[config.mk]
export PLATFORM = sky130hd
export DESIGN_NAME = pcsr_regs
export DESIGN_NICKNAME = d
export VERILOG_FILES = /design/src/pcsr_pkg.sv /design/src/pcsr_regs.sv /design/src/pcsr_fuse_mem.sv
export VERILOG_INCLUDE_DIRS = /design/src
export SDC_FILE = /design/constraint.sdc
export NUM_CORES = 2
export LEC_CHECK = 0
export BUFFER_PORTS_ARGS = -buffer_cell sky130_fd_sc_hd__buf_2
export CAP_MARGIN = 5
export CORE_ASPECT_RATIO = 1.4
export CORE_MARGIN = 4
export CORE_UTILIZATION = 46
export DETAILED_ROUTE_END_ITERATION = 16
export HOLD_SLACK_MARGIN = 0.15
export PLACE_DENSITY_LB_ADDON = 0.15
export SLEW_MARGIN = 20
export SYNTH_ARGS = -nofsm -noshare
export SYNTH_HDL_FRONTEND = slang
export SYNTH_SLANG_ARGS = --single-unit
[constraint.sdc]
create_clock -name clk_in -period 4.09 [get_ports clk_in]
set_clock_uncertainty 0.1 [all_clocks]
set_input_delay 0.409 -clock clk_in [delete_from_list [all_inputs] [get_ports clk_in]]
set_output_delay 0.409 -clock clk_in [all_outputs]
set_load 0.02 [all_outputs]
[src/pcsr_consts.svh]
`ifndef PCSR_CONSTS_SVH
`define PCSR_CONSTS_SVH
// Register indices; the byte address is four times the index.
`define PCSR_IDX_LIVE 8'h04
`define PCSR_IDX_ID 8'h05
`define PCSR_IDX_CAL 8'h0A
`define PCSR_IDX_FADDR 8'h0B
`define PCSR_IDX_FDATA 8'h0C
`define PCSR_IDX_FSTAT 8'h0E
`define PCSR_IDX_CMD 8'h10
`define PCSR_IDX_MODE 8'h12
`define PCSR_IDX_MSB 9
`define PCSR_IDX_LSB 2
// Live status bits.
`define PCSR_LIVE_CAL 5
`define PCSR_LIVE_HOT 4
`define PCSR_LIVE_LOW 3
`define PCSR_LIVE_C 2
`define PCSR_LIVE_B 1
`define PCSR_LIVE_A 0
// Calibration setup fields.
`define PCSR_CAL_EXP 7:5
`define PCSR_CAL_TGT 4:3
`define PCSR_CAL_LVL 2:0
`define PCSR_LVL_HIGH 2
// Fuse address, status and control.
`define PCSR_FADDR_F 6:0
`define PCSR_FSTAT_BUSY 3
`define PCSR_FSTAT_GO 2
// Command bits.
`define PCSR_CMD_CONV 7
`define PCSR_CMD_RELOAD 6
`define PCSR_CMD_CCLR 5
`define PCSR_CMD_CAL 4
`define PCSR_CMD_FUSE 2
`define PCSR_CMD_RESET 0
`define PCSR_CMD_MASK 8'hF5
// Mode report bits.
`define PCSR_MODE_SC 3
`define PCSR_MODE_B 2
`define PCSR_MODE_A 1:0
// Synchroniser lanes.
`define PCSR_SY_HOT 0
`define PCSR_SY_LOW 1
`define PCSR_SY_A 2
`define PCSR_SY_B 3
`define PCSR_SY_C 4
`define PCSR_SY_PULSE 5
`define PCSR_SY_AUX 6
`define PCSR_SY_MB 7
`define PCSR_SY_MA 9:8
// Reset values and answers.
`define PCSR_CAL_RST 8'h00
`define PCSR_FADDR_RST 7'h00
`define PCSR_FDATA_RST 8'h00
`define PCSR_SETTLE_N 2'h2
`define PCSR_RESP_OKAY 2'h0
`define PCSR_RESP_SLVERR 2'h2
`endif

[src/pcsr_pkg.sv]
package pcsr_pkg;
    typedef enum logic [1:0] {
        PCSR_F_IDLE = 2'h0,
        PCSR_F_READ = 2'h1,
        PCSR_F_TAKE = 2'h3
    } pcsr_fuse_st_t;

    typedef enum logic [1:0] {
        PCSR_C_IDLE = 2'h0,
        PCSR_C_RUN = 2'h1
    } pcsr_cal_st_t;

    typedef struct packed {
        logic [9:0] sync1;
        logic [9:0] sync2;
        logic aw_got;
        logic [7:0] aw_idx;
        logic w_got;
        logic w_en;
        logic [7:0] w_data;
        logic bvalid;
        logic [1:0] bresp;
        logic rvalid;
        logic [7:0] rdata;
        logic [1:0] rresp;
        logic [7:0] cal_setup;
        logic [6:0] fuse_addr;
        logic [7:0] fuse_data;
        pcsr_fuse_st_t fuse_st;
        pcsr_cal_st_t cal_st;
        logic [8:0] cal_count;
        logic pulse_q;
        logic hot;
        logic low;
        logic sc_flag;
        logic sc_taken;
        logic [1:0] settle;
        logic [2:0] mode;
        logic [7:0] cmd;
    } pcsr_state_t;
endpackage

[src/pcsr_regs.sv]
// Operation
// - Live status bit 5 reads one while charge calibration runs.
// - Overheat and low-supply live bits refresh only with nonzero sampling period.
// - Rail C regulation bit valid only with linear C on, not paralleled.
// - Rail B and rail A regulation bits valid only with their switcher on.
// - Calibration counts two to the power of field plus one pulses.
// - Calibration pulse count ignores the charge prescaler.
// - Load target field routes calibration load to none, A, B or C.
// - Load level codes 0-3 pick low range, 4-7 high range.
// - Fuse address register holds seven bits; bit 7 reserved.
// - Writing read bit starts fuse read; busy bit holds until done.
// - Fuse data register shows last fuse read byte, resets to zero.
// - Command bit 7 starts one supply-voltage conversion.
// - Command bit 6 loads next conversion directly into result registers.
// - Command bit 5 clears every charge counter.
// - Command bit 4 starts a charge calibration.
// - Command bit 2 rereads fuses, restoring control registers to defaults.
// - Command bit 0 forces a full reset like a brownout.
// - Single-cell flag latched at power-on from the auxiliary supply pin.
// - Mode bit 2 reports switcher B buck or linear mode.
// - Mode bits 1:0 report switcher A buck, buck-boost or boost.
// - Mode register updates freeze while a read addresses it.
//
// Chosen here: the AXI4-Lite slave port.
`timescale 1ns/100ps
`include "pcsr_consts.svh"
module pcsr_regs #(
    parameter int ADDR_W = 12,
    parameter logic [2:0] REVISION_CODE = 3'h2, // Arbitrary value.
    parameter logic [4:0] PART_CODE = 5'h0A // Arbitrary value.
) (
    // Clock and reset.
    input wire logic clk_in,
    input wire logic rst_b_in,
    // AXI4-Lite write channels.
    input wire logic axi_awvalid_in,
    output logic axi_awready_out,
    input wire logic [ADDR_W-1:0] axi_awaddr_in,
    input wire logic axi_wvalid_in,
    output logic axi_wready_out,
    input wire logic [31:0] axi_wdata_in,
    input wire logic [3:0] axi_wstrb_in,
    output logic axi_bvalid_out,
    input wire logic axi_bready_in,
    output logic [1:0] axi_bresp_out,
    // AXI4-Lite read channels.
    input wire logic axi_arvalid_in,
    output logic axi_arready_out,
    input wire logic [ADDR_W-1:0] axi_araddr_in,
    output logic axi_rvalid_out,
    input wire logic axi_rready_in,
    output logic [31:0] axi_rdata_out,
    output logic [1:0] axi_rresp_out,
    // Settings from neighbouring control logic.
    input wire logic [7:0] sampling_period_in,
    input wire logic linear_reg_c_en_in,
    input wire logic parallel_c_with_a_in,
    input wire logic switcher_a_en_in,
    input wire logic switcher_b_en_in,
    // Analog comparator and converter pins.
    input wire logic overheat_pin_in,
    input wire logic supply_low_pin_in,
    input wire logic rail_a_regulating_pin_in,
    input wire logic rail_b_regulating_pin_in,
    input wire logic rail_c_regulating_pin_in,
    input wire logic cal_pulse_pin_in,
    input wire logic aux_supply_pin_in,
    input wire logic rail_b_converter_mode_pin_in,
    input wire logic [1:0] rail_a_converter_mode_pin_in,
    // Fuse burn port.
    input wire logic fuse_prog_en_in,
    input wire logic [7:0] fuse_prog_data_in,
    // Command pulses.
    output logic conv_start_out,
    output logic conversion_result_reload_out,
    output logic charge_counters_clear_out,
    output logic charge_cal_go_out,
    output logic fuse_reload_out,
    output logic full_reset_out,
    // Calibration load drive.
    output logic cal_active_out,
    output logic [1:0] cal_load_target_out,
    output logic [2:0] cal_load_level_out,
    output logic cal_load_high_out
);
    pcsr_pkg::pcsr_state_t s_q;
    pcsr_pkg::pcsr_state_t s_d;
    logic [7:0] fuse_rd_data;
    logic [7:0] live_view;
    logic [8:0] cal_goal;
    logic mode_freeze;
    logic wr_fire;

    function automatic logic [7:0] idx_of(input logic [ADDR_W-1:0] a);
        idx_of = a[`PCSR_IDX_MSB:`PCSR_IDX_LSB];
    endfunction

    function automatic logic [8:0] pulse_goal(input logic [2:0] e);
        pulse_goal = 9'h001 << ({1'b0, e} + 4'h1);
    endfunction

    function automatic logic is_mapped(input logic [7:0] i);
        is_mapped = (i == `PCSR_IDX_LIVE) || (i == `PCSR_IDX_ID) || (i == `PCSR_IDX_CAL) ||
            (i == `PCSR_IDX_FADDR) || (i == `PCSR_IDX_FDATA) || (i == `PCSR_IDX_FSTAT) ||
            (i == `PCSR_IDX_CMD) || (i == `PCSR_IDX_MODE);
    endfunction

    ////////////////////////////////////////////////////////////////////////////////
    pcsr_fuse_mem #(
        .AW(7),
        .DW(8)
    ) u_fuse_mem (
        .clk_in(clk_in),
        .rst_b_in(rst_b_in),
        .wr_en_in(fuse_prog_en_in),
        .wr_addr_in(s_q.fuse_addr),
        .wr_data_in(fuse_prog_data_in),
        .rd_en_in(s_q.fuse_st == pcsr_pkg::PCSR_F_READ),
        .rd_addr_in(s_q.fuse_addr),
        .rd_data_out(fuse_rd_data)
    );

    ////////////////////////////////////////////////////////////////////////////////
    assign axi_awready_out = !s_q.aw_got && !s_q.bvalid;
    assign axi_wready_out = !s_q.w_got && !s_q.bvalid;
    assign axi_arready_out = !s_q.rvalid;
    assign axi_bvalid_out = s_q.bvalid;
    assign axi_bresp_out = s_q.bresp;
    assign axi_rvalid_out = s_q.rvalid;
    assign axi_rdata_out = {24'h00_0000, s_q.rdata};
    assign axi_rresp_out = s_q.rresp;
    assign conv_start_out = s_q.cmd[`PCSR_CMD_CONV];
    assign conversion_result_reload_out = s_q.cmd[`PCSR_CMD_RELOAD];
    assign charge_counters_clear_out = s_q.cmd[`PCSR_CMD_CCLR];
    assign charge_cal_go_out = s_q.cmd[`PCSR_CMD_CAL];
    assign fuse_reload_out = s_q.cmd[`PCSR_CMD_FUSE];
    assign full_reset_out = s_q.cmd[`PCSR_CMD_RESET];
    assign cal_active_out = s_q.cal_st == pcsr_pkg::PCSR_C_RUN;
    // The load is applied only while calibration runs.
    assign cal_load_target_out = cal_active_out ? s_q.cal_setup[`PCSR_CAL_TGT] : 2'h0;
    assign cal_load_level_out = cal_active_out ? s_q.cal_setup[`PCSR_CAL_LVL] : 3'h0;
    assign cal_load_high_out = cal_active_out && s_q.cal_setup[`PCSR_LVL_HIGH];
    assign cal_goal = pulse_goal(s_q.cal_setup[`PCSR_CAL_EXP]);
    assign wr_fire = s_q.aw_got && s_q.w_got;
    // A read that is still only offered already freezes the report.
    assign mode_freeze = axi_arvalid_in && (idx_of(axi_araddr_in) == `PCSR_IDX_MODE);

    always_comb begin
        live_view = 8'h00;
        live_view[`PCSR_LIVE_CAL] = cal_active_out;
        live_view[`PCSR_LIVE_HOT] = s_q.hot;
        live_view[`PCSR_LIVE_LOW] = s_q.low;
        live_view[`PCSR_LIVE_C] = linear_reg_c_en_in && !parallel_c_with_a_in &&
            s_q.sync2[`PCSR_SY_C];
        live_view[`PCSR_LIVE_B] = switcher_b_en_in && s_q.sync2[`PCSR_SY_B];
        live_view[`PCSR_LIVE_A] = switcher_a_en_in && s_q.sync2[`PCSR_SY_A];
    end

    ////////////////////////////////////////////////////////////////////////////////
    always_comb begin
        s_d = s_q;
        s_d.cmd = 8'h00;
        s_d.sync1 = {rail_a_converter_mode_pin_in, rail_b_converter_mode_pin_in,
            aux_supply_pin_in, cal_pulse_pin_in, rail_c_regulating_pin_in,
            rail_b_regulating_pin_in, rail_a_regulating_pin_in, supply_low_pin_in,
            overheat_pin_in};
        s_d.sync2 = s_q.sync1;
        s_d.pulse_q = s_q.sync2[`PCSR_SY_PULSE];
        // Comparators are only sampled while periodic conversions run.
        if (sampling_period_in != 8'h00) begin
            s_d.hot = s_q.sync2[`PCSR_SY_HOT];
            s_d.low = s_q.sync2[`PCSR_SY_LOW];
        end
        if (!mode_freeze) begin
            s_d.mode = {s_q.sync2[`PCSR_SY_MB], s_q.sync2[`PCSR_SY_MA]};
        end
        // The flag is taken once the synchroniser holds a real pin value.
        if (!s_q.sc_taken) begin
            if (s_q.settle == `PCSR_SETTLE_N) begin
                s_d.sc_flag = s_q.sync2[`PCSR_SY_AUX];
                s_d.sc_taken = 1'b1;
            end else begin
                s_d.settle = s_q.settle + 2'h1;
            end
        end
        // Raw pulses are counted, never the prescaled count.
        case (s_q.cal_st)
            pcsr_pkg::PCSR_C_IDLE: begin
                if (s_q.cmd[`PCSR_CMD_CAL]) begin
                    s_d.cal_st = pcsr_pkg::PCSR_C_RUN;
                    s_d.cal_count = 9'h000;
                end
            end
            pcsr_pkg::PCSR_C_RUN: begin
                if (s_q.cal_count >= cal_goal) begin
                    s_d.cal_st = pcsr_pkg::PCSR_C_IDLE;
                end else if (s_q.sync2[`PCSR_SY_PULSE] && !s_q.pulse_q) begin
                    s_d.cal_count = s_q.cal_count + 9'h001;
                end
            end
            default: begin
                s_d.cal_st = pcsr_pkg::PCSR_C_IDLE;
            end
        endcase
        case (s_q.fuse_st)
            pcsr_pkg::PCSR_F_IDLE: begin
            end
            pcsr_pkg::PCSR_F_READ: begin
                s_d.fuse_st = pcsr_pkg::PCSR_F_TAKE;
            end
            pcsr_pkg::PCSR_F_TAKE: begin
                s_d.fuse_data = fuse_rd_data;
                s_d.fuse_st = pcsr_pkg::PCSR_F_IDLE;
            end
            default: begin
                s_d.fuse_st = pcsr_pkg::PCSR_F_IDLE;
            end
        endcase
        // A reload restores defaults and reads the fuses afresh.
        if (s_q.cmd[`PCSR_CMD_FUSE]) begin
            s_d.cal_setup = `PCSR_CAL_RST;
            s_d.fuse_addr = `PCSR_FADDR_RST;
            s_d.fuse_st = pcsr_pkg::PCSR_F_READ;
        end
        // Write address and data may come in either order.
        if (axi_awvalid_in && axi_awready_out) begin
            s_d.aw_got = 1'b1;
            s_d.aw_idx = idx_of(axi_awaddr_in);
        end
        if (axi_wvalid_in && axi_wready_out) begin
            s_d.w_got = 1'b1;
            s_d.w_data = axi_wdata_in[7:0];
            s_d.w_en = axi_wstrb_in[0];
        end
        if (wr_fire) begin
            s_d.aw_got = 1'b0;
            s_d.w_got = 1'b0;
            s_d.bvalid = 1'b1;
            s_d.bresp = is_mapped(s_q.aw_idx) ? `PCSR_RESP_OKAY : `PCSR_RESP_SLVERR;
            if (s_q.w_en) begin
                case (s_q.aw_idx)
                    `PCSR_IDX_CAL: begin
                        s_d.cal_setup = s_q.w_data;
                    end
                    `PCSR_IDX_FADDR: begin
                        s_d.fuse_addr = s_q.w_data[`PCSR_FADDR_F];
                    end
                    `PCSR_IDX_FSTAT: begin
                        if (s_q.w_data[`PCSR_FSTAT_GO] &&
                                s_q.fuse_st == pcsr_pkg::PCSR_F_IDLE) begin
                            s_d.fuse_st = pcsr_pkg::PCSR_F_READ;
                        end
                    end
                    `PCSR_IDX_CMD: begin
                        s_d.cmd = s_q.w_data & `PCSR_CMD_MASK;
                    end
                    default: begin
                    end
                endcase
            end
        end
        if (s_q.bvalid && axi_bready_in) begin
            s_d.bvalid = 1'b0;
        end
        if (s_q.rvalid && axi_rready_in) begin
            s_d.rvalid = 1'b0;
        end
        if (axi_arvalid_in && axi_arready_out) begin
            s_d.rvalid = 1'b1;
            s_d.rresp = is_mapped(idx_of(axi_araddr_in)) ? `PCSR_RESP_OKAY :
                `PCSR_RESP_SLVERR;
            case (idx_of(axi_araddr_in))
                `PCSR_IDX_LIVE: s_d.rdata = live_view;
                `PCSR_IDX_ID: s_d.rdata = {REVISION_CODE, PART_CODE};
                `PCSR_IDX_CAL: s_d.rdata = s_q.cal_setup;
                `PCSR_IDX_FADDR: s_d.rdata = {1'b0, s_q.fuse_addr};
                `PCSR_IDX_FDATA: s_d.rdata = s_q.fuse_data;
                `PCSR_IDX_FSTAT: begin
                    s_d.rdata = 8'h00;
                    s_d.rdata[`PCSR_FSTAT_BUSY] = s_q.fuse_st != pcsr_pkg::PCSR_F_IDLE;
                end
                `PCSR_IDX_MODE: begin
                    s_d.rdata = 8'h00;
                    s_d.rdata[`PCSR_MODE_SC] = s_q.sc_flag;
                    s_d.rdata[`PCSR_MODE_B] = s_q.mode[2];
                    s_d.rdata[`PCSR_MODE_A] = s_q.mode[1:0];
                end
                default: s_d.rdata = 8'h00;
            endcase
        end
        // A forced reset clears calibration, fuse register, comparator and single-cell state, not the mode report, and lets the bus finish.
        if (s_q.cmd[`PCSR_CMD_RESET]) begin
            s_d.cal_setup = `PCSR_CAL_RST;
            s_d.fuse_addr = `PCSR_FADDR_RST;
            s_d.fuse_data = `PCSR_FDATA_RST;
            s_d.fuse_st = pcsr_pkg::PCSR_F_IDLE;
            s_d.cal_st = pcsr_pkg::PCSR_C_IDLE;
            s_d.cal_count = 9'h000;
            s_d.hot = 1'b0;
            s_d.low = 1'b0;
            s_d.sc_taken = 1'b0;
            s_d.sc_flag = 1'b0;
            s_d.settle = 2'h0;
        end
    end

    always_ff @(posedge clk_in) begin
        if (!rst_b_in) begin
            s_q <= '0;
        end else begin
            s_q <= s_d;
        end
    end
endmodule // pcsr_regs

[src/pcsr_fuse_mem.sv]
`timescale 1ns/100ps
module pcsr_fuse_mem #(
    parameter int AW = 7,
    parameter int DW = 8
) (
    // Clock and reset.
    input wire logic clk_in,
    input wire logic rst_b_in,
    // Burn port.
    input wire logic wr_en_in,
    input wire logic [AW-1:0] wr_addr_in,
    input wire logic [DW-1:0] wr_data_in,
    // Read port.
    input wire logic rd_en_in,
    input wire logic [AW-1:0] rd_addr_in,
    output logic [DW-1:0] rd_data_out
);
    // Unburnt fuses read as zero, so the array clears only on the pin reset.
    logic [DW-1:0] mem_q [2**AW];

    always_ff @(posedge clk_in) begin
        if (!rst_b_in) begin
            for (int i = 0; i < 2**AW; i++) begin
                mem_q[i] <= '0;
            end
            rd_data_out <= '0;
        end else begin
            if (wr_en_in) begin
                mem_q[wr_addr_in] <= wr_data_in;
            end
            if (rd_en_in) begin
                rd_data_out <= mem_q[rd_addr_in];
            end
        end
    end
endmodule // pcsr_fuse_mem

# Yosys cells after proc, flatten, opt, wreduce, memory -nomap -nowiden
# Memory sizes are Yosys's and may differ from the RTL's. A register that Yosys moved wholly into a read port is not among the register bits.
# Index checks and enable logic that the tools add are counted.
dict set report classes {
  n_addsub 3
  n_lt_le_gt_ge 1
  n_eq_ne 24
  shift 1
  mux 34
  bitwise 3
  n_reduce_logical 52
}
# cell n
set op_table {}
lappend op_table {{8-bit by 4-bit equality test with 1-bit output (second input constant)} 8}
lappend op_table {{8-bit one-hot mux with 7 select lines} 1}
lappend op_table {{15-bit two-way mux} 3}
lappend op_table {{8-bit by 3-bit equality test with 1-bit output (second input constant)} 4}
lappend op_table {{8-bit by 5-bit equality test with 1-bit output (second input constant)} 4}
lappend op_table {{11-bit two-way mux} 2}
lappend op_table {{2-bit two-way mux} 10}
lappend op_table {{9-bit two-way mux} 2}
lappend op_table {{9-bit one-hot mux with 2 select lines} 1}
lappend op_table {{1-bit logical AND} 16}
lappend op_table {{8-bit two-way mux} 2}
lappend op_table {{1-bit logical OR} 14}
lappend op_table {{7-bit two-way mux} 2}
lappend op_table {{9-bit by 1-bit adder with 9-bit output (second input constant)} 1}
lappend op_table {{9-bit >= comparator} 1}
lappend op_table {{1-bit by 4-bit left shift with 9-bit output (first input constant)} 1}
lappend op_table {{2-bit one-hot mux with 2 select lines} 2}
lappend op_table {{4-bit AND reduction} 2}
lappend op_table {{8-bit nonzero test} 1}
lappend op_table {{8-bit OR reduction} 1}
lappend op_table {{1-bit logical NOT} 7}
lappend op_table {{1-bit two-way mux} 7}
lappend op_table {{3-bit two-way mux} 2}
lappend op_table {{2-bit AND reduction} 3}
lappend op_table {{other kinds (10)} 21}
dict set report word_totals {
  ff_bits 105
  mem_bits_rw 1024
  inputBits 98
  out_inout_bits 54
  n_memories 1
}
# memory depth width read_ports rd_ports_with_merged_regs write_ports line
set mem_list {}
lappend mem_list {u_fuse_mem.mem_q 128 8 1 1 128 pcsr_fuse_mem.sv:19} ;# logic [DW-1:0] mem_q [2**AW];

# Depth between registers and ports, before layout
dict set report depth {
  ltp_word 10
  mapped_depth 11
  depth_no_buf 9
}

# Cells and area by module
# A second synthesis with hierarchy kept.
dict set report unflattened {
  cells_unflattened 3753
  hier_area_um2 52851.9
}
# module instances cells_each area_per_inst_um2
set by_module_without_submodules {}
lappend by_module_without_submodules {pcsr_fuse_mem 1 3196 48049.8}
lappend by_module_without_submodules {pcsr_regs 1 557 4802.1}

# Least setup slack after synthesis
# No wires, ideal clock.
dict set report synth_path {
  path_kind {flip-flop to flip-flop}
  start {register s_q[41] (netlist name)}
  end {memory u_fuse_mem.mem_q[17][0], enable pin}
  setup_ns 0.384
  t_arrival_ns 2.111
  setup_slack_ns 1.494
  stages_incl_launch_ff 8
  n_path_buf 4
  path_cell_list {dfxtp_1 buf_2 buf_6 nor3_4 buf_2 nand2_1 clkbuf_1 o21ai_0}
}
# item line
set synth_lines {}
lappend synth_lines {{start: declaration} pcsr_regs.sv:86} ;# pcsr_pkg::pcsr_state_t s_q;
lappend synth_lines {{start signal: assignment} pcsr_regs.sv:309} ;# s_q <= '0;
lappend synth_lines {{start signal: assignment} pcsr_regs.sv:311} ;# s_q <= s_d;
lappend synth_lines {{end: declaration} pcsr_fuse_mem.sv:19}

==> impl_metrics.tcl <==
set metrics [dict create \
    status "complete, no violations" \
    min_path_cells 4 \
    io_pins 152 \
    share_seq_of_total_power_pct 53.8 \
    whs_endpoint "axi_rdata_out[1]" \
    cts-htree-levels 3 \
    hp-class "input port to flip-flop" \
    switching_share_pct 21.8 \
    root_buffer "clkbuf_16" \
    grt_max_degree 118 \
    r2r_start "s_q[41]" \
    worstSetupPathType "flip-flop to flip-flop" \
    num_rows 146 \
    critPathLaunchType "flip-flop" \
    vias 34500 \
    finalHoldViolCount 0 \
    crit_arrival_ps 4140 \
    route.detailed.drc 0 \
    path_clk_slew_ps 70 \
    p_leak_nw 21.4 \
    cts_inserted_buffers 112 \
    antenna_found_initial 6 \
    chipHeight_um 408 \
    switching_power_mw 5.30 \
    nNetsFinal 4491 \
    ys_seq_area_share_pct 62.6 \
    post_dp_cell_area_um2 55400 \
    worst_hold_slack_ps 178 \
    worstSkewPairLatency_ps 710 \
    final.period_utilization_pct 89.6 \
    cp-end-kind "flip-flop" \
    numPortBuffers 90 \
    max_freq_ghz 0.273 \
    syn_avg_cell_area_um2 12.5 \
    reg2reg_depth 9 \
    via_per_inst 5.81 \
    cts_buffer_depth 3 \
    cts_setup_buffers 0 \
    grt_usage_pct 26.0 \
    rsz0062_at_grt "no" \
    grt_pass1_vias 34900 \
    initial_utilization_pct 46.4 \
    peakVddDrop_v 0.000312 \
    highest_layer "met4" \
    worst_pin_slew_ps 1130 \
    drt_pass1_iterations 7 \
    finalCriticalPeriod_ps 3670 \
    die_w_um 294 \
    regToRegSetupSlack_ps 420 \
    wl_met2_um 79800 \
    wl_um 158000 \
    synthFlopType "edfxtp_1" \
    p_per_area_nw_per_um2 407 \
    ys_ff_latch 1134 \
    worst-path-max-fanout 24 \
    placed_cells 5665 \
    die_area_um2 120000 \
    drive_gt1_share_pct 13.8 \
    synth_cell_types 78 \
    drt_iter0_drc 3505 \
    coreArea_um2 113000 \
    comb_power_share_pct 4.5 \
    overflow 0 \
    timing.rr.end "u_fuse_mem.rd_data_out[0]" \
    max-slew-margin-rel_pct 24.4 \
    syn-cell-area_um2 52600 \
    ant_nets 0 \
    required_ps 4560 \
    yosys_warnings 0 \
    finalInstanceArea_um2 59800 \
    pwr-share-clk_pct 41.7 \
    fin_tns_setup_ps 0 \
    n_antenna_cell 0 \
    cap_viol_max_count 0 \
    hp-start "rst_b_in" \
    wl_met1_um 60500 \
    slew_violations 0 \
    hpwl_um 102000 \
    final-instance-count-excl-fill 5950 \
    synthArstFlopShare_pct 0 \
    routed-wl-met3_um 11200 \
    routedWlPerCell_um 26.6 \
    cts_sinks 1134 \
    fillCellCount 9562 \
    area_delta_synth_final_pct 13.6 \
    synthCells 4195 \
    place.gp.congestion 0.878 \
    grt_pass1_wl_um 231000 \
    cts_tree "built" \
    internal-power_mw 19.1 \
    synth-edff-count 1024 \
    setup_viol 0 \
]
[registers in the layout, indices dropped and copies added, names as in the netlist]
signal / count
axi_bresp_out: 1
axi_bvalid_out: 1
axi_rdata_out: 8
axi_rresp_out: 1
axi_rvalid_out: 1
charge_cal_go_out: 1
charge_counters_clear_out: 1
conv_start_out: 1
conversion_result_reload_out: 1
full_reset_out: 1
fuse_reload_out: 1
live_view: 2
s_d: 11
s_q: 71
u_fuse_mem.mem_q: 1024
u_fuse_mem.rd_data_out: 8
[power groups by stage]
stage          logic, mW  registers (mW)  clock network, mW
6_report            1.09            13.1               10.2
5_1_grt             1.17            13.1               10.7
4_1_cts             1.09            13.1               10.3
3_5_place_dp        1.02            13.4                  0
3_3_place_gp        1.01            13.3                  0
2_1_floorplan      0.574            13.3                  0
[per-stage QoR]
stage | utilization, % | power, mW | worst slack (ps)
finish | 52.7 | 24.4 | 424
global route | 52.7 | 25.0 | 421
CTS | 52.7 | 24.5 | 505
detailed placement | 48.8 | 14.4 | 529
global placement | 48.8 | 14.4 | 579
floorplan | - | 13.9 | 1490
[layout make-up]
type                       count  area, um^2  share of cell area (%)
clock buffer                 148        3130                    5.23
timing repair buffer         425        3440                    5.75
clock inverter                54         428                   0.716
tap                         1480        1850                    3.10
inverter                      11        42.5                  0.0711
multi-input combinational   2698       17900                    30.0
sequential                  1134       33000                    55.1
[worst max-delay path, stage by stage (launching register included)]
cell and delay [ps]:
dfxtp_4 680, clkinv_2 480, nand2_1 510, buf_12 220, buf_4 240, o221ai_1 190
o21ai_0 380, o32ai_1 180, a2111oi_2 390, a21oi_1 120
[Yosys cell counts (4+ instances only)]
| library cell | count | area share [%] |
|---|---|---|
| and2_1 | 1065 | 13 |
| edfxtp_1 | 1024 | 58 |
| nor2_1 | 251 | 1.8 |
| clkbuf_1 | 222 | 1.6 |
| o21ai_0 | 217 | 2.1 |
| mux2i_1 | 210 | 4.0 |
| nand2_1 | 148 | 1.1 |
| a21oi_1 | 123 | 1.2 |
| a221oi_1 | 116 | 1.9 |
| dfxtp_1 | 110 | 4.2 |
| o22ai_1 | 75 | 0.89 |
| buf_2 | 68 | 0.65 |
| a22oi_1 | 63 | 0.90 |
| buf_4 | 63 | 0.90 |
| mux4_2 | 48 | 2.1 |
| nand3_1 | 36 | 0.34 |
| nor3_1 | 29 | 0.28 |
| nand2b_1 | 26 | 0.31 |
| mux2_2 | 24 | 0.51 |
| a22o_1 | 21 | 0.35 |
| a211oi_1 | 14 | 0.20 |
| a21o_1 | 13 | 0.19 |
| a221o_1 | 13 | 0.25 |
| a31oi_1 | 13 | 0.15 |
| nor2b_1 | 13 | 0.15 |
| buf_6 | 12 | 0.26 |
| buf_1 | 11 | 0.078 |
| ha_1 | 11 | 0.26 |
| nor3b_1 | 11 | 0.16 |
| o211ai_1 | 10 | 0.14 |
| o221ai_1 | 10 | 0.17 |
| inv_1 | 9 | 0.064 |
| nand4_1 | 9 | 0.11 |
| a222oi_1 | 7 | 0.13 |
| nand3b_1 | 7 | 0.10 |
| o31ai_1 | 7 | 0.10 |
| a32oi_1 | 6 | 0.10 |
| nor4_1 | 6 | 0.071 |
| or3_1 | 6 | 0.071 |
| a41oi_1 | 5 | 0.083 |
| a211o_1 | 4 | 0.067 |
[routing by layer]
layer	vias to the layer above	global-route usage, %
met5	-	0
met4	0	10.7
met3	315	3.62
met2	1410	45.2
met1	17200	32.5
li1	15600	-
[placed cells by master (no fill, tap or decap), types with 83 or more instances in the layout]
cell / count
o21ai_0: 216
and2_1: 1063
dlygate4sd3_1: 83
a21oi_1: 123
edfxtp_1: 1024
a221oi_1: 116
dfxtp_1: 106
nor2_1: 248
mux2i_1: 210
buf_4: 240
nand2_1: 147
clkbuf_16: 117
[repair_timing]
item                                   CTS  global route
hold buffers                            83             0
endpoints found under the hold margin   44             0
gates resized for setup                  0             0
[cells by family (layout without fill, tap and decap cells)]
logic type	Yosys count	count (layout)	synth area share, %
adders and majority gates	11	11	0.262
other	1	27	0.00713
AOI/OAI and AO/OA	749	749	9.49
and+or+nand+nor	1628	1628	17.4
muxes	282	282	6.56
xor gates and xnor gates	1	1	0.0166
buffers and inverters	389	638	3.61
DFF	1134	1134	62.6
[how the worst max path moves through the flow]
stage                        from  slack, ps                        end  cells past startpoint
after floorplan           s_q[41]       1490    u_fuse_mem.mem_q[17][0]                      7
after global placement    s_q[41]        580  u_fuse_mem.rd_data_out[0]                      9
after detailed placement  s_q[41]        530  u_fuse_mem.rd_data_out[0]                      9
after CTS                 s_q[41]        510  u_fuse_mem.rd_data_out[0]                      9
after global routing      s_q[41]        420  u_fuse_mem.rd_data_out[0]                      9
final                     s_q[41]        420  u_fuse_mem.rd_data_out[0]                      9
(Power assumes the default switching activity.)
